<file path="config.mk">
export PLATFORM = sky130hd
export DESIGN_NAME = mbb_decoder
export DESIGN_NICKNAME = d
export VERILOG_FILES = /design/src/include/mbb_pkg.sv /design/src/mbb_decoder.sv
export SDC_FILE = /design/constraint.sdc
export NUM_CORES = 1
export LEC_CHECK = 0
export ABC_AREA = 1
export BUFFER_PORTS_ARGS = -buffer_cell sky130_fd_sc_hd__buf_2
export CELL_PAD_IN_SITES_DETAIL_PLACEMENT = 0
export CELL_PAD_IN_SITES_GLOBAL_PLACEMENT = 1
export CORE_ASPECT_RATIO = 1.2
export CORE_UTILIZATION = 40
export DETAILED_ROUTE_END_ITERATION = 8
export GPL_TIMING_DRIVEN = 0
export PLACE_DENSITY_LB_ADDON = 0.1
export SKIP_CTS_REPAIR_TIMING = 1
export SYNTH_ARGS = -nofsm -noshare
export SYNTH_HDL_FRONTEND = slang
export SYNTH_SLANG_ARGS = --single-unit
</file>
<file path="constraint.sdc">
create_clock -name REF_CLK_I -period 5.05 [get_ports REF_CLK_I]
set_clock_uncertainty 0.2 [all_clocks]
set_input_delay 0.505 -clock REF_CLK_I [delete_from_list [all_inputs] [get_ports REF_CLK_I]]
set_output_delay 0.505 -clock REF_CLK_I [all_outputs]
set_load 0.02 [all_outputs]
</file>
<file path="src/include/mbb_pkg.sv">
package mbb_pkg;

  // opcode encodings
  localparam logic [7:0] OPC_MOV_DIR_IMM = 8'h75;
  localparam logic [7:0] OPC_MOV_IND_ACC = 8'hf6;
  localparam logic [7:0] OPC_MOV_IND_DIR = 8'ha6;
  localparam logic [7:0] OPC_MOV_IND_IMM = 8'h76;
  localparam logic [7:0] OPC_LOAD_DP = 8'h90;
  localparam logic [7:0] OPC_CODE_DP = 8'h93;
  localparam logic [7:0] OPC_CODE_PC = 8'h83;
  localparam logic [7:0] OPC_XREAD_PTR = 8'he2;
  localparam logic [7:0] OPC_XREAD_DP = 8'he0;
  localparam logic [7:0] OPC_XWRITE_PTR = 8'hf2;
  localparam logic [7:0] OPC_XWRITE_DP = 8'hf0;
  localparam logic [7:0] OPC_PUSH = 8'hc0;
  localparam logic [7:0] OPC_POP = 8'hd0;
  localparam logic [7:0] OPC_XCH_REG = 8'hc8;
  localparam logic [7:0] OPC_XCH_DIR = 8'hc5;
  localparam logic [7:0] OPC_XCH_IND = 8'hc6;
  localparam logic [7:0] OPC_LOW_NIBBLE_EXCHANGE_IND = 8'hd6;
  localparam logic [7:0] OPC_JMP_IND = 8'h73;
  localparam logic [7:0] OPC_BR_ZERO = 8'h60;
  localparam logic [7:0] OPC_BR_NONZERO = 8'h70;
  localparam logic [7:0] OPC_BR_CARRY = 8'h40;
  localparam logic [7:0] OPC_BR_NOCARRY = 8'h50;
  localparam logic [7:0] OPC_BR_BIT = 8'h20;
  localparam logic [7:0] OPC_BR_NOBIT = 8'h30;
  localparam logic [7:0] OPC_BR_BIT_CLR = 8'h10;
  localparam logic [7:0] OPC_CMP_ACC_IMM = 8'hb4;
  localparam logic [7:0] OPC_CMP_REG_IMM = 8'hb8;
  localparam logic [7:0] OPC_CMP_ACC_DIR = 8'hb5;
  localparam logic [7:0] OPC_CMP_IND_IMM = 8'hb6;
  localparam logic [7:0] OPC_DEC_REG = 8'hd8;
  localparam logic [7:0] OPC_DEC_DIR = 8'hd5;
  localparam logic [7:0] OPC_BIT_CLR = 8'hc2;
  localparam logic [7:0] OPC_BIT_SET = 8'hd2;
  localparam logic [7:0] OPC_BIT_CPL = 8'hb2;
  localparam logic [7:0] OPC_CARRY_CLR = 8'hc3;
  localparam logic [7:0] OPC_CARRY_SET = 8'hd3;
  localparam logic [7:0] OPC_CARRY_CPL = 8'hb3;
  localparam logic [7:0] OPC_AND_BIT = 8'h82;
  localparam logic [7:0] OPC_AND_NBIT = 8'hb0;
  localparam logic [7:0] OPC_OR_BIT = 8'h72;
  localparam logic [7:0] OPC_OR_NBIT = 8'ha0;
  localparam logic [7:0] OPC_CARRY_FROM_BIT = 8'ha2;
  localparam logic [7:0] OPC_BIT_FROM_CARRY = 8'h92;

  // masks for exact opcodes and for opcode groups that carry a register index in the low bits
  localparam logic [7:0] MASK_EXACT = 8'hff;
  localparam logic [7:0] MASK_PTR = 8'hfe;
  localparam logic [7:0] MASK_REG = 8'hf8;

  localparam logic [1:0] LEN1 = 2'h1;
  localparam logic [1:0] LEN2 = 2'h2;
  localparam logic [1:0] LEN3 = 2'h3;
  localparam logic [3:0] CYC1 = 4'h1;
  localparam logic [3:0] CYC2 = 4'h2;
  localparam logic [3:0] CYC3 = 4'h3;
  localparam logic [3:0] CYC4 = 4'h4;
  localparam logic [3:0] CYC5 = 4'h5;
  localparam logic [3:0] XREAD_BASE = 4'h3;
  localparam logic [3:0] XWRITE_BASE = 4'h4;

  typedef enum logic [5:0] {
    OP_NONE, OP_MOV_DIR_IMM, OP_MOV_IND_ACC, OP_MOV_IND_DIR, OP_MOV_IND_IMM,
    OP_LOAD_DP, OP_CODE_LOAD, OP_XREAD, OP_XWRITE, OP_PUSH, OP_POP, OP_XCH,
    OP_LOW_NIBBLE_EXCHANGE, OP_JMP_IND, OP_BR_ZERO, OP_BR_NONZERO, OP_BR_CARRY, OP_BR_NOCARRY,
    OP_BR_BIT, OP_BR_NOBIT, OP_BR_BIT_CLR, OP_CMP_JUMP, OP_DEC_JUMP, OP_BIT_CLR,
    OP_BIT_SET, OP_BIT_CPL, OP_CARRY_CLR, OP_CARRY_SET, OP_CARRY_CPL,
    OP_CARRY_AND, OP_CARRY_OR, OP_CARRY_FROM_BIT, OP_BIT_FROM_CARRY
  } op_t;

  typedef struct packed {
    logic acc_zero;
    logic carry;
    logic bit_val;
    logic operand_ne;
    logic dec_nonzero;
  } cond_t;

  typedef struct packed {
    op_t op;
    logic known;
    logic [1:0] len;
    logic [3:0] cycles;
    logic [2:0] reg_sel;
    logic wide_addr;
    logic code_space;
    logic taken;
    logic carry_wr;
    logic new_carry;
    logic bit_wr;
    logic new_bit;
  } dec_t;

  typedef struct packed {
    logic busy;
    logic [3:0] count;
    dec_t dec;
  } state_t;

endpackage

</file>
<file path="src/mbb_decoder.sv">
`timescale 1ns/1ps
module mbb_decoder (
  input wire logic REF_CLK_I,
  input wire logic RSTN_I,
  input wire logic OPC_VALID_I,
  input wire logic [7:0] OPCODE_I,
  input wire mbb_pkg::cond_t COND_I,
  input wire logic PMW_I,
  input wire logic [2:0] XSTRETCH_I,
  output logic READY_O,
  output logic BUSY_O,
  output logic DONE_O,
  output mbb_pkg::dec_t DEC_O
);

  mbb_pkg::state_t state;
  mbb_pkg::state_t next_state;
  logic accept;

  function automatic logic in_group(input logic [7:0] opc, input logic [7:0] base,
                                    input logic [7:0] mask);
    in_group = (opc & mask) == base;
  endfunction

  function automatic mbb_pkg::dec_t set_timing(input mbb_pkg::dec_t d, input mbb_pkg::op_t op,
                                               input logic [1:0] len, input logic [3:0] cyc);
    mbb_pkg::dec_t r;
    r = d;
    r.op = op;
    r.known = 1'b1;
    r.len = len;
    r.cycles = cyc;
    set_timing = r;
  endfunction

  function automatic mbb_pkg::dec_t decode(input logic [7:0] opc, input mbb_pkg::cond_t c,
                                           input logic pmw, input logic [2:0] stretch);
    mbb_pkg::dec_t d;
    d = '0;
    d.op = mbb_pkg::OP_NONE;
    d.len = mbb_pkg::LEN1;
    d.cycles = mbb_pkg::CYC1;
    d.reg_sel = opc[2:0];
    if (in_group(opc, mbb_pkg::OPC_MOV_DIR_IMM, mbb_pkg::MASK_EXACT)) begin
      d = set_timing(d, mbb_pkg::OP_MOV_DIR_IMM, mbb_pkg::LEN3, mbb_pkg::CYC3);
    end else if (in_group(opc, mbb_pkg::OPC_MOV_IND_ACC, mbb_pkg::MASK_PTR)) begin
      d = set_timing(d, mbb_pkg::OP_MOV_IND_ACC, mbb_pkg::LEN1, mbb_pkg::CYC3);
    end else if (in_group(opc, mbb_pkg::OPC_MOV_IND_IMM, mbb_pkg::MASK_PTR)) begin
      d = set_timing(d, mbb_pkg::OP_MOV_IND_IMM, mbb_pkg::LEN2, mbb_pkg::CYC3);
    end else if (in_group(opc, mbb_pkg::OPC_MOV_IND_DIR, mbb_pkg::MASK_PTR)) begin
      d = set_timing(d, mbb_pkg::OP_MOV_IND_DIR, mbb_pkg::LEN2, mbb_pkg::CYC5);
    end else if (in_group(opc, mbb_pkg::OPC_LOAD_DP, mbb_pkg::MASK_EXACT)) begin
      d = set_timing(d, mbb_pkg::OP_LOAD_DP, mbb_pkg::LEN3, mbb_pkg::CYC3);
      d.wide_addr = 1'b1;
    end else if (in_group(opc, mbb_pkg::OPC_CODE_DP, mbb_pkg::MASK_EXACT)) begin
      d = set_timing(d, mbb_pkg::OP_CODE_LOAD, mbb_pkg::LEN1, mbb_pkg::CYC3);
      d.wide_addr = 1'b1;
    end else if (in_group(opc, mbb_pkg::OPC_CODE_PC, mbb_pkg::MASK_EXACT)) begin
      // wide_addr low means the program counter is the base, not the pointer
      d = set_timing(d, mbb_pkg::OP_CODE_LOAD, mbb_pkg::LEN1, mbb_pkg::CYC3);
    end else if (in_group(opc, mbb_pkg::OPC_XREAD_PTR, mbb_pkg::MASK_PTR) ||
                 in_group(opc, mbb_pkg::OPC_XREAD_DP, mbb_pkg::MASK_EXACT)) begin
      // stretch is three bits, so the count stays within 3..10
      d = set_timing(d, mbb_pkg::OP_XREAD, mbb_pkg::LEN1,
                     mbb_pkg::XREAD_BASE + {1'b0, stretch});
      d.wide_addr = ~opc[1];
      d.code_space = pmw;
    end else if (in_group(opc, mbb_pkg::OPC_XWRITE_PTR, mbb_pkg::MASK_PTR) ||
                 in_group(opc, mbb_pkg::OPC_XWRITE_DP, mbb_pkg::MASK_EXACT)) begin
      d = set_timing(d, mbb_pkg::OP_XWRITE, mbb_pkg::LEN1,
                     mbb_pkg::XWRITE_BASE + {1'b0, stretch});
      d.wide_addr = ~opc[1];
      d.code_space = pmw;
    end else if (in_group(opc, mbb_pkg::OPC_PUSH, mbb_pkg::MASK_EXACT)) begin
      d = set_timing(d, mbb_pkg::OP_PUSH, mbb_pkg::LEN2, mbb_pkg::CYC4);
    end else if (in_group(opc, mbb_pkg::OPC_POP, mbb_pkg::MASK_EXACT)) begin
      d = set_timing(d, mbb_pkg::OP_POP, mbb_pkg::LEN2, mbb_pkg::CYC3);
    end else if (in_group(opc, mbb_pkg::OPC_XCH_REG, mbb_pkg::MASK_REG)) begin
      d = set_timing(d, mbb_pkg::OP_XCH, mbb_pkg::LEN1, mbb_pkg::CYC2);
    end else if (in_group(opc, mbb_pkg::OPC_XCH_DIR, mbb_pkg::MASK_EXACT)) begin
      d = set_timing(d, mbb_pkg::OP_XCH, mbb_pkg::LEN2, mbb_pkg::CYC3);
    end else if (in_group(opc, mbb_pkg::OPC_XCH_IND, mbb_pkg::MASK_PTR)) begin
      d = set_timing(d, mbb_pkg::OP_XCH, mbb_pkg::LEN1, mbb_pkg::CYC3);
    end else if (in_group(opc, mbb_pkg::OPC_LOW_NIBBLE_EXCHANGE_IND, mbb_pkg::MASK_PTR)) begin
      d = set_timing(d, mbb_pkg::OP_LOW_NIBBLE_EXCHANGE, mbb_pkg::LEN1, mbb_pkg::CYC3);
    end else if (in_group(opc, mbb_pkg::OPC_JMP_IND, mbb_pkg::MASK_EXACT)) begin
      d = set_timing(d, mbb_pkg::OP_JMP_IND, mbb_pkg::LEN1, mbb_pkg::CYC2);
      d.wide_addr = 1'b1;
      d.taken = 1'b1;
    end else if (in_group(opc, mbb_pkg::OPC_BR_ZERO, mbb_pkg::MASK_EXACT)) begin
      d = set_timing(d, mbb_pkg::OP_BR_ZERO, mbb_pkg::LEN2, mbb_pkg::CYC3);
      d.taken = c.acc_zero;
    end else if (in_group(opc, mbb_pkg::OPC_BR_NONZERO, mbb_pkg::MASK_EXACT)) begin
      d = set_timing(d, mbb_pkg::OP_BR_NONZERO, mbb_pkg::LEN2, mbb_pkg::CYC3);
      d.taken = ~c.acc_zero;
    end else if (in_group(opc, mbb_pkg::OPC_BR_CARRY, mbb_pkg::MASK_EXACT)) begin
      d = set_timing(d, mbb_pkg::OP_BR_CARRY, mbb_pkg::LEN2, mbb_pkg::CYC3);
      d.taken = c.carry;
    end else if (in_group(opc, mbb_pkg::OPC_BR_NOCARRY, mbb_pkg::MASK_EXACT)) begin
      d = set_timing(d, mbb_pkg::OP_BR_NOCARRY, mbb_pkg::LEN2, mbb_pkg::CYC3);
      d.taken = ~c.carry;
    end else if (in_group(opc, mbb_pkg::OPC_BR_BIT, mbb_pkg::MASK_EXACT)) begin
      d = set_timing(d, mbb_pkg::OP_BR_BIT, mbb_pkg::LEN3, mbb_pkg::CYC4);
      d.taken = c.bit_val;
    end else if (in_group(opc, mbb_pkg::OPC_BR_NOBIT, mbb_pkg::MASK_EXACT)) begin
      d = set_timing(d, mbb_pkg::OP_BR_NOBIT, mbb_pkg::LEN3, mbb_pkg::CYC4);
      d.taken = ~c.bit_val;
    end else if (in_group(opc, mbb_pkg::OPC_BR_BIT_CLR, mbb_pkg::MASK_EXACT)) begin
      // the bit is only rewritten when the branch is taken
      d = set_timing(d, mbb_pkg::OP_BR_BIT_CLR, mbb_pkg::LEN3, mbb_pkg::CYC4);
      d.taken = c.bit_val;
      d.bit_wr = c.bit_val;
      d.new_bit = 1'b0;
    end else if (in_group(opc, mbb_pkg::OPC_CMP_ACC_IMM, mbb_pkg::MASK_EXACT) ||
                 in_group(opc, mbb_pkg::OPC_CMP_REG_IMM, mbb_pkg::MASK_REG)) begin
      d = set_timing(d, mbb_pkg::OP_CMP_JUMP, mbb_pkg::LEN3, mbb_pkg::CYC4);
      d.taken = c.operand_ne;
    end else if (in_group(opc, mbb_pkg::OPC_CMP_ACC_DIR, mbb_pkg::MASK_EXACT) ||
                 in_group(opc, mbb_pkg::OPC_CMP_IND_IMM, mbb_pkg::MASK_PTR)) begin
      d = set_timing(d, mbb_pkg::OP_CMP_JUMP, mbb_pkg::LEN3, mbb_pkg::CYC4);
      d.taken = c.operand_ne;
    end else if (in_group(opc, mbb_pkg::OPC_DEC_REG, mbb_pkg::MASK_REG)) begin
      d = set_timing(d, mbb_pkg::OP_DEC_JUMP, mbb_pkg::LEN2, mbb_pkg::CYC3);
      d.taken = c.dec_nonzero;
    end else if (in_group(opc, mbb_pkg::OPC_DEC_DIR, mbb_pkg::MASK_EXACT)) begin
      d = set_timing(d, mbb_pkg::OP_DEC_JUMP, mbb_pkg::LEN3, mbb_pkg::CYC4);
      d.taken = c.dec_nonzero;
    end else if (in_group(opc, mbb_pkg::OPC_BIT_CLR, mbb_pkg::MASK_EXACT)) begin
      d = set_timing(d, mbb_pkg::OP_BIT_CLR, mbb_pkg::LEN2, mbb_pkg::CYC3);
      d.bit_wr = 1'b1;
      d.new_bit = 1'b0;
    end else if (in_group(opc, mbb_pkg::OPC_BIT_SET, mbb_pkg::MASK_EXACT)) begin
      d = set_timing(d, mbb_pkg::OP_BIT_SET, mbb_pkg::LEN2, mbb_pkg::CYC3);
      d.bit_wr = 1'b1;
      d.new_bit = 1'b1;
    end else if (in_group(opc, mbb_pkg::OPC_BIT_CPL, mbb_pkg::MASK_EXACT)) begin
      d = set_timing(d, mbb_pkg::OP_BIT_CPL, mbb_pkg::LEN2, mbb_pkg::CYC3);
      d.bit_wr = 1'b1;
      d.new_bit = ~c.bit_val;
    end else if (in_group(opc, mbb_pkg::OPC_CARRY_CLR, mbb_pkg::MASK_EXACT)) begin
      d = set_timing(d, mbb_pkg::OP_CARRY_CLR, mbb_pkg::LEN1, mbb_pkg::CYC1);
      d.carry_wr = 1'b1;
      d.new_carry = 1'b0;
    end else if (in_group(opc, mbb_pkg::OPC_CARRY_SET, mbb_pkg::MASK_EXACT)) begin
      d = set_timing(d, mbb_pkg::OP_CARRY_SET, mbb_pkg::LEN1, mbb_pkg::CYC1);
      d.carry_wr = 1'b1;
      d.new_carry = 1'b1;
    end else if (in_group(opc, mbb_pkg::OPC_CARRY_CPL, mbb_pkg::MASK_EXACT)) begin
      d = set_timing(d, mbb_pkg::OP_CARRY_CPL, mbb_pkg::LEN1, mbb_pkg::CYC1);
      d.carry_wr = 1'b1;
      d.new_carry = ~c.carry;
    end else if (in_group(opc, mbb_pkg::OPC_AND_BIT, mbb_pkg::MASK_EXACT) ||
                 in_group(opc, mbb_pkg::OPC_AND_NBIT, mbb_pkg::MASK_EXACT)) begin
      d = set_timing(d, mbb_pkg::OP_CARRY_AND, mbb_pkg::LEN2, mbb_pkg::CYC2);
      d.carry_wr = 1'b1;
      d.new_carry = c.carry & (c.bit_val ^ opc[5]);
    end else if (in_group(opc, mbb_pkg::OPC_OR_BIT, mbb_pkg::MASK_EXACT) ||
                 in_group(opc, mbb_pkg::OPC_OR_NBIT, mbb_pkg::MASK_EXACT)) begin
      // bit 7 tells the complemented form apart from the plain one
      d = set_timing(d, mbb_pkg::OP_CARRY_OR, mbb_pkg::LEN2, mbb_pkg::CYC2);
      d.carry_wr = 1'b1;
      d.new_carry = c.carry | (c.bit_val ^ opc[7]);
    end else if (in_group(opc, mbb_pkg::OPC_CARRY_FROM_BIT, mbb_pkg::MASK_EXACT)) begin
      d = set_timing(d, mbb_pkg::OP_CARRY_FROM_BIT, mbb_pkg::LEN2, mbb_pkg::CYC2);
      d.carry_wr = 1'b1;
      d.new_carry = c.bit_val;
    end else if (in_group(opc, mbb_pkg::OPC_BIT_FROM_CARRY, mbb_pkg::MASK_EXACT)) begin
      d = set_timing(d, mbb_pkg::OP_BIT_FROM_CARRY, mbb_pkg::LEN2, mbb_pkg::CYC3);
      d.bit_wr = 1'b1;
      d.new_bit = c.carry;
    end
    decode = d;
  endfunction

  // last cycle of the running instruction frees the decoder for back to back issue
  assign DONE_O = state.busy && (state.count == mbb_pkg::CYC1);
  assign READY_O = !state.busy || DONE_O;
  assign accept = OPC_VALID_I && READY_O;
  assign BUSY_O = state.busy;
  assign DEC_O = state.dec;

  always_comb begin
    next_state = state;
    if (accept) begin
      next_state.dec = decode(OPCODE_I, COND_I, PMW_I, XSTRETCH_I);
      next_state.count = next_state.dec.cycles;
      next_state.busy = 1'b1;
    end else if (DONE_O) begin
      next_state.busy = 1'b0;
      next_state.count = '0;
    end else if (state.busy) begin
      next_state.count = state.count - mbb_pkg::CYC1;
    end
  end

  always_ff @(posedge REF_CLK_I) begin
    if (!RSTN_I) begin
      state <= '0;
    end else begin
      state <= next_state;
    end
  end

  a_dir_imm_timing: assert property (@(posedge REF_CLK_I) disable iff (!RSTN_I)
    accept && OPCODE_I == 8'h75 |=> DEC_O.len == 2'h3 && DEC_O.cycles == 4'h3
      && !DONE_O ##1 !DONE_O ##1 DONE_O)
    else $error("direct immediate store timing wrong");

  a_ind_store_len: assert property (@(posedge REF_CLK_I) disable iff (!RSTN_I)
    accept && OPCODE_I[7:1] == 7'h3b |=> DEC_O.len == 2'h2 && DEC_O.op == mbb_pkg::OP_MOV_IND_IMM)
    else $error("indirect immediate store decoded wrong");

  a_ind_dir_five: assert property (@(posedge REF_CLK_I) disable iff (!RSTN_I)
    accept && OPCODE_I[7:1] == 7'h53 |=> !DONE_O [*4] ##1 DONE_O)
    else $error("direct to indirect copy not five cycles");

  a_xread_range: assert property (@(posedge REF_CLK_I) disable iff (!RSTN_I)
    accept && OPCODE_I == 8'he0 |=> DEC_O.cycles == 4'h3 + {1'b0, $past(XSTRETCH_I)}
      && DEC_O.wide_addr)
    else $error("external read cycle count wrong");

  a_xwrite_mode: assert property (@(posedge REF_CLK_I) disable iff (!RSTN_I)
    accept && OPCODE_I[7:1] == 7'h79 |=> DEC_O.code_space == $past(PMW_I)
      && DEC_O.cycles == 4'h4 + {1'b0, $past(XSTRETCH_I)} && !DEC_O.wide_addr)
    else $error("external write mode or timing wrong");

  a_push_four: assert property (@(posedge REF_CLK_I) disable iff (!RSTN_I)
    accept && OPCODE_I == 8'hc0 |=> !DONE_O [*3] ##1 DONE_O ##0 READY_O)
    else $error("push not four cycles");

  a_bit_clear_branch: assert property (@(posedge REF_CLK_I) disable iff (!RSTN_I)
    accept && OPCODE_I == 8'h10 |=> DEC_O.taken == DEC_O.bit_wr && !DEC_O.new_bit
      && DEC_O.taken == $past(COND_I.bit_val))
    else $error("bit test and clear wrong");

  a_dec_reg_short: assert property (@(posedge REF_CLK_I) disable iff (!RSTN_I)
    accept && OPCODE_I[7:3] == 5'h1b |=> DEC_O.len == 2'h2 && DEC_O.cycles == 4'h3
      && DEC_O.taken == $past(COND_I.dec_nonzero))
    else $error("register decrement branch wrong");

  a_carry_single: assert property (@(posedge REF_CLK_I) disable iff (!RSTN_I)
    accept && OPCODE_I == 8'hb3 |=> DONE_O && DEC_O.new_carry == !$past(COND_I.carry))
    else $error("carry complement wrong");

  a_and_not_bit: assert property (@(posedge REF_CLK_I) disable iff (!RSTN_I)
    accept && OPCODE_I == 8'hb0 |=> DEC_O.carry_wr
      && DEC_O.new_carry == ($past(COND_I.carry) && !$past(COND_I.bit_val)))
    else $error("carry and complement wrong");

  a_or_not_bit: assert property (@(posedge REF_CLK_I) disable iff (!RSTN_I)
    accept && OPCODE_I == 8'ha0 |=> !DONE_O ##1 DONE_O
      && DEC_O.new_carry == ($past(COND_I.carry, 2) || !$past(COND_I.bit_val, 2)))
    else $error("carry or complement wrong");

  a_load_ptr_wide: assert property (@(posedge REF_CLK_I) disable iff (!RSTN_I)
    accept && OPCODE_I == 8'h90 |=> DEC_O.len == 2'h3 && DEC_O.wide_addr
      && !DONE_O ##1 !DONE_O ##1 DONE_O)
    else $error("data pointer load wrong");

  a_code_load_base: assert property (@(posedge REF_CLK_I) disable iff (!RSTN_I)
    accept && (OPCODE_I == 8'h93 || OPCODE_I == 8'h83) |=> DEC_O.len == 2'h1
      && DEC_O.cycles == 4'h3 && DEC_O.wide_addr == $past(OPCODE_I[4]))
    else $error("code byte load wrong");

  a_xwrite_wide: assert property (@(posedge REF_CLK_I) disable iff (!RSTN_I)
    accept && OPCODE_I == 8'hf0 |=> DEC_O.op == mbb_pkg::OP_XWRITE && DEC_O.wide_addr
      && DEC_O.cycles == 4'h4 + {1'b0, $past(XSTRETCH_I)})
    else $error("pointer external write wrong");

  a_exchange_reg: assert property (@(posedge REF_CLK_I) disable iff (!RSTN_I)
    accept && OPCODE_I[7:3] == 5'h19 |=> DEC_O.op == mbb_pkg::OP_XCH && DEC_O.len == 2'h1
      && DEC_O.reg_sel == $past(OPCODE_I[2:0]) ##0 !DONE_O ##1 DONE_O)
    else $error("register exchange wrong");

  a_nibble_swap: assert property (@(posedge REF_CLK_I) disable iff (!RSTN_I)
    accept && OPCODE_I[7:1] == 7'h6b |=> DEC_O.op == mbb_pkg::OP_LOW_NIBBLE_EXCHANGE && DEC_O.len == 2'h1
      && DEC_O.cycles == 4'h3)
    else $error("nibble exchange wrong");

  a_jump_indirect: assert property (@(posedge REF_CLK_I) disable iff (!RSTN_I)
    accept && OPCODE_I == 8'h73 |=> DEC_O.taken && DEC_O.wide_addr && DEC_O.len == 2'h1
      ##0 !DONE_O ##1 DONE_O)
    else $error("indirect jump wrong");

  a_acc_branch: assert property (@(posedge REF_CLK_I) disable iff (!RSTN_I)
    accept && OPCODE_I == 8'h70 |=> DEC_O.taken == !$past(COND_I.acc_zero)
      && DEC_O.len == 2'h2 && DEC_O.cycles == 4'h3)
    else $error("accumulator branch wrong");

  a_carry_branch: assert property (@(posedge REF_CLK_I) disable iff (!RSTN_I)
    accept && OPCODE_I == 8'h50 |=> DEC_O.taken == !$past(COND_I.carry)
      && DEC_O.len == 2'h2 && DEC_O.cycles == 4'h3)
    else $error("carry branch wrong");

  a_cmp_reg_branch: assert property (@(posedge REF_CLK_I) disable iff (!RSTN_I)
    accept && OPCODE_I[7:3] == 5'h17 |=> DEC_O.op == mbb_pkg::OP_CMP_JUMP
      && DEC_O.taken == $past(COND_I.operand_ne) ##0 !DONE_O [*3] ##1 DONE_O)
    else $error("register compare branch wrong");

  a_cmp_ind_branch: assert property (@(posedge REF_CLK_I) disable iff (!RSTN_I)
    accept && OPCODE_I[7:1] == 7'h5b |=> DEC_O.len == 2'h3 && DEC_O.cycles == 4'h4
      && DEC_O.taken == $past(COND_I.operand_ne))
    else $error("indirect compare branch wrong");

  a_carry_to_bit: assert property (@(posedge REF_CLK_I) disable iff (!RSTN_I)
    accept && OPCODE_I == 8'h92 |=> DEC_O.bit_wr && !DEC_O.carry_wr
      && DEC_O.new_bit == $past(COND_I.carry) ##0 !DONE_O [*2] ##1 DONE_O)
    else $error("carry to bit move wrong");

  c_back_to_back: cover property (@(posedge REF_CLK_I) disable iff (!RSTN_I)
    DONE_O && OPC_VALID_I ##1 BUSY_O);
  c_long_xread: cover property (@(posedge REF_CLK_I) disable iff (!RSTN_I)
    BUSY_O && DEC_O.op == mbb_pkg::OP_XREAD && DEC_O.cycles == 4'ha);
  c_branch_taken: cover property (@(posedge REF_CLK_I) disable iff (!RSTN_I)
    DONE_O && DEC_O.op == mbb_pkg::OP_CMP_JUMP && DEC_O.taken);
  c_code_space_write: cover property (@(posedge REF_CLK_I) disable iff (!RSTN_I)
    DONE_O && DEC_O.op == mbb_pkg::OP_XWRITE && DEC_O.code_space);

endmodule

</file>
==> out/metrics.cfg, run 1 <==
[yosys]
syn_nets = 423
ys.flop_type = dfxtp_1
synthTopCellsByCount = 85 x nand2_1, 60 x nor2_1, 49 x inv_1
syn-cell-area_sq_um = 2440
async_reset_ff_frac = 0
yosys.area.top_type_share = 0.230
synth-seq-cells = 28
synth_warnings = 0
postSynthAreaPerCell_sq_um = 6.11
yosysMostFrequentCell = nand2_1
yosysSeqAreaShare = 0.230
synth_cell_type_count = 41
synthTopCellsByArea = dfxtp_1 23%, nand2_1 13%, nor2_1 9.2%
synth_edf_count = 0
synth_top_cell_by_area = dfxtp_1
synthCells = 400

[clock_network]
clk_latency_ns = 0.28
htree_levels = 1
cts-root-buf = clkbuf_8
cts_tree = built
clkTransAtPathRegs_ns = 0.10
cts-buffers-inserted = 3
clk_path_buf_depth = 2
cts_sinks = 28

[worst_setup_path]
crit_end = DEC_O[13]
worstRegToRegCells = 12
r2r_setup_slack_ns = 2.83
critPathRequiredTime_ns = 5.05
max_stage_delay_ns = 0.32
r2r-start = state[24]
r2r_end = DEC_O[13]
startpoint_type = flop
path_cells = inv_1, ha_1, nand3_1, nand2_1, inv_1, nor2_4, inv_2, nor2_1, inv_1, nor2_1, o2111ai_1, a21oi_1
critPathArrivalTime_ns = 2.23
crit_fanout = 10
critPathKind = flop to flop
cp_common_cell = inv_1
startpoint = state[24]
cp-end-kind = flop
slowest_stage = dfxtp_1

[global_route]
grt_max_degree = 17
grt_first_pass_wirelength_mm = 11.3
grt_usage = 0.225
first_global_vias = 2375
antenna_found_initial = 0
overflow = 0

[route]
firstDrtPassIters = 4
wirelength_mm = 6.89
drc_errors = 0
vias_per_cell = 5.04
wl_per_cell_microns = 13.0
drt_iter0_drc = 110
antenna_left = 0
vias = 2661

[floorplan]
initial_core_util = 0.423
die_w_microns = 73.3
row_count = 30
pin_count = 46
die_height_microns = 87.6
die_area_sq_um = 6420
core-area_sq_um = 5780

[timing]
fin_crit_sh = 0.441
tightestPinTransition_ns = 0.464
fin_tns_setup_ns = 0
period_needed_ns = 2.22
slew_headroom = 0.691
rsz0062_at_grt = no
fmax_mhz = 449
hold_viol_final = 0
slew_violations = 0
final-setup-viol-count = 0

[placement]
io_buffers = 44
place_congestion = 0.937
dpl.hpwl_mm = 5.69
placed_area_sq_um = 2760

[cells_and_area]
seq_area_sq_um = 561
diodes = 0
multi_input_area_sq_um = 1440
design_area_sq_um = 2830
fillers = 670
drive_gt1_frac = 0.254
nNetsFinal = 472
area_growth_syn_to_layout_pct = 16.0

[worst_hold_path]
hp-class = flop to flop

[run]
cap_violations = 0

[pwr]
fin_total_pwr_uw = 566
total_leakage_power_nw = 1.44
powerDensity_nw_per_um2 = 200
peakVddDrop_mv = 0.0944

[run_status]
status = finished clean

==> metal layers <==
| metal | part of all wire | routed length, microns | GRT usage |
|---|---|---|---|
| met1 | 0.47 | 3220 | 0.301 |
| met2 | 0.47 | 3230 | 0.386 |
| met3 | 0.049 | 337 | 0.0242 |
| met4 | 0.015 | 103 | 0.0542 |
| met5 | 0 | 0 | 0 |
==> flip-flops by register name, indices dropped and copies added (netlist names) <==
register	cells
BUSY_O	1
state	4
DEC_O	23
==> report_power, final <==
part           internal [mW]  leakage (nW)  total, mW  switching, mW
registers              0.233         0.229      0.240        0.00667
clock network          0.106        0.0357      0.175         0.0691
logic                 0.0545          1.17      0.151         0.0961
==> critical path: cells and delay by family (launching register included) <==
| family | cells | cell delay (ns) |
|---|---|---|
| AO/OA/AOI/OAI | 2 | 0.33 |
| adder cells (fa/ha/maj) | 1 | 0.15 |
| buffers and inverters | 4 | 0.43 |
| flip-flops | 1 | 0.32 |
| AND/OR/NAND/NOR | 5 | 0.70 |
==> cells in the final DEF (no fill, tap or decap), drive strengths merged, types with 2 or more instances in the layout <==
master and count:
a211oi 2, a21oi 34, buf 71, clkbuf 6, dfxtp 28, ha 3
inv 57, nand2 91, nand3 24, nand3b 2, nand4 9, nor2 71
nor3 15, o21ai 18, o31ai 4, xor2 2
==> worst min path at each step <==
stage	from	to	slack [ns]	cells past startpoint
after floorplan	DEC_O[22]	DEC_O[22]	0.24	2
after global placement	DEC_O[22]	DEC_O[22]	0.25	2
after detailed placement	DEC_O[21]	DEC_O[21]	0.26	2
after CTS	DEC_O[21]	DEC_O[21]	0.27	2
after global routing	DEC_O[22]	DEC_O[22]	0.28	2
final	DEC_O[1]	DEC_O[1]	0.27	2
==> layout make-up <==
cell class	instances	share of cell area
multi-input cells	284	0.509
inverters	58	0.0777
clock buffers	3	0.0146
clock inverters	1	0.0106
repair buffers	44	0.0777
well taps	80	0.0353
flip-flops and latches	28	0.198
plain buffers	30	0.0773
==> logic make-up after synthesis <==
group	synth area share
flops	0.230
simple gates	0.410
compound gates	0.155
xor+xnor	0.0108
buf+inv	0.180
fa+ha+maj	0.0154
==> through the flow <==
stage	setup WS (ns)	util	hold WS [ns]	std cells
after floorplan	3.07	-	0.241	400
after global placement	2.58	0.478	0.250	524
after detailed placement	2.60	0.478	0.255	524
after CTS	2.75	0.490	0.269	528
after global routing	2.54	0.490	0.284	528
final	2.83	0.490	0.265	528
No activity file was read; power rests on OpenSTA's default activity.
==> inputs of run 2 (changes only) <==
Settings changed: CORE_UTILIZATION 40 to 35.
Clock period 5.05 ns to 2 ns, I/O delays scaled along.
==> run 2 against run 1 <==
  * Combinational power rose to 2.9 times the previous value
  * Critical path depth did not move
  * Via count fell by 0.86%
  * Largest power group unchanged
  * Global-route usage fell by 1.7 points
  * Register-to-register slack got worse by 2.8 ns
  * Sequential share of layout area fell by 0.89 points
  * Sequential cell count did not move
  * First-iteration DRC count fell by 14%
==> out/metrics.cfg, run 2 (synthesis gave the netlist of run 1 again) <==
[worst_setup_path]
cp-end-kind = flop  ; unchanged
worstRegToRegCells = 12  ; unchanged
r2r-start = state[24]  ; unchanged
critPathArrivalTime_ns = 1.93  ; was 2.23 ns
startpoint_type = flop  ; unchanged
r2r_setup_slack_ns = 0.08  ; was 2.83 ns
critPathRequiredTime_ns = 2.01  ; was 5.05 ns
r2r_end = DEC_O[13]  ; unchanged
crit_fanout = 7  ; was 10
critPathKind = flop to flop  ; unchanged
startpoint = state[24]  ; unchanged

[floorplan]
core-area_sq_um = 6770  ; was 5780 sq um
pin_count = 46  ; unchanged
row_count = 33  ; was 30
die_height_microns = 93.5  ; was 87.6 microns
initial_core_util = 0.361  ; was 0.423
die_w_microns = 78.3  ; was 73.3 microns
die_area_sq_um = 7320  ; was 6420 sq um

[timing]
tightestPinTransition_ns = 0.477  ; was 0.464 ns
period_needed_ns = 1.92  ; was 2.22 ns
final-setup-viol-count = 0  ; unchanged
fin_crit_sh = 0.962  ; was 0.441
slew_violations = 0  ; unchanged
fmax_mhz = 520  ; was 449 MHz
fin_tns_setup_ns = 0  ; unchanged
hold_viol_final = 0  ; unchanged
fin_ws_ns = 0.0751  ; was 2.83 ns
rsz0062_at_grt = yes  ; was no
slew_headroom = 0.682  ; was 0.691

[pwr]
fin_total_pwr_mw = 1.40  ; was 566 uW
powerDensity_nw_per_um2 = 471  ; was 200 nW/um^2
peakVddDrop_mv = 0.255  ; was 0.0944 mV
total_leakage_power_nw = 1.48  ; was 1.44 nW

[cells_and_area]
layout_commonest_cell = nand2_1  ; unchanged
postLayoutCoreUtil = 0.440  ; was 0.490
area_growth_syn_to_layout_pct = 22.0  ; was 16.0%
final_cell_mix = 82 x nand2_1, 57 x nor2_1, 46 x inv_1, 45 x buf_2, 34 x buf_4  ; was 85 x nand2_1, 60 x nor2_1, 49 x inv_1, 45 x buf_2, 30 x a21oi_1
diodes = 0  ; unchanged
fillers = 802  ; was 670
drive_gt1_frac = 0.303  ; was 0.254
largest_reg_flops = 23  ; unchanged
nNetsFinal = 482  ; was 472

[route]
vias_per_cell = 4.84  ; was 5.04
wirelength_mm = 7.42  ; was 6.89 mm
firstDrtPassIters = 4  ; unchanged
antenna_left = 0  ; unchanged
vias = 2638  ; was 2661
wl_per_cell_microns = 13.6  ; was 13.0 microns
drt_iter0_drc = 95  ; was 110
drc_errors = 0  ; unchanged

[clock_network]
clkTransAtPathRegs_ns = 0.11  ; was 0.10 ns
cts_tree = built  ; unchanged
cts-buffers-inserted = 3  ; unchanged
cts-root-buf = clkbuf_8  ; unchanged
clk_path_buf_depth = 2  ; unchanged
htree_levels = 1  ; unchanged
cts_sinks = 28  ; unchanged
clk_latency_ns = 0.28  ; about the same

[run_status]
status = finished clean  ; unchanged

[worst_hold_path]
hold_depth = 3  ; was 2
min_from = OPCODE_I[2]  ; was DEC_O[1]
hold_end = DEC_O[9]  ; was DEC_O[1]
hp-class = primary input to flop  ; was flop to flop

[placement]
io_buffers = 44  ; unchanged
place_congestion = 0.983  ; was 0.937
post-place-ws_ns = -0.227  ; was 2.60 ns
dpl.hpwl_mm = 6.03  ; was 5.69 mm

[global_route]
overflow = 0  ; unchanged
grt_usage = 0.208  ; was 0.225
antenna_found_initial = 0  ; unchanged
first_global_vias = 2429  ; was 2375
grt_first_pass_wirelength_mm = 11.9  ; was 11.3 mm
grt_max_degree = 16  ; was 17

[run]
cap_violations = 0  ; unchanged

==> run 2: cell count changes in the layout (fill, tap and decap cells not counted), sizes merged <==
| cell | delta |
|---|---|
| buf | +10 |
| bufinv | -1 |
| clkinv | +1 |
| dlygate4sd3 | +1 |
| inv | -1 |
==> run 2: critical path: stages (launching register included) <==
cell,delay (ns)
dfxtp_2,0.34
inv_2,0.07
ha_4,0.14
nand3_4,0.08
nand2_4,0.10
inv_4,0.04
nor2_4,0.17
clkinv_4,0.12
nor2_4,0.13
inv_2,0.05
nor2_2,0.11
o2111ai_2,0.13
a21oi_1,0.16
==> run 2: worst max-delay path by stage <==
stage                      to  slack, ns  cells past startpoint
detailed placement  DEC_O[13]      -0.23                     11
global placement    DEC_O[17]      -0.26                     16
floorplan           DEC_O[13]       0.04                     12
CTS                 DEC_O[13]      -0.28                     11
finish              DEC_O[13]       0.08                     12
global route        DEC_O[13]      -0.06                     12
==> run 2: power by group <==
| group | switching, mW | total (mW) | leakage [nW] | internal [mW] |
|---|---|---|---|---|
| logic | 0.263 | 0.434 | 1.23 | 0.171 |
| registers | 0.0195 | 0.610 | 0.230 | 0.590 |
| clock network | 0.182 | 0.358 | 0.0288 | 0.177 |
| total | 0.464 | 1.40 | 1.48 | 0.938 |
==> run 2: metal layers <==
layer | GRT usage | wire [microns]
met1 | 0.265 | 3410
met2 | 0.356 | 3500
met3 | 0.0244 | 304
met4 | 0.0756 | 210
met5 | 0 | 0
==> run 2: final cells by class <==
type | count | area (sq um) | area share
Buffer | 30 | 223 | 0.0747
Clock buffer | 4 | 55.1 | 0.0185
Inverter | 58 | 228 | 0.0764
Multi-Input combinational cell | 284 | 1510 | 0.505
Sequential cell | 28 | 563 | 0.189
Tap cell | 87 | 109 | 0.0365
Timing Repair Buffer | 54 | 298 | 0.0999
==> run 2: through the flow <==
stage / hold slack (ns) / instances / instance area (sq um)
after floorplan: 0.142 / 400 / 2440
after global placement: 0.252 / 531 / 2770
after detailed placement: 0.258 / 531 / 2770
after CTS: -0.00724 / 535 / 2830
after global routing: 0.0441 / 545 / 2980
final: 0.00875 / 545 / 2980
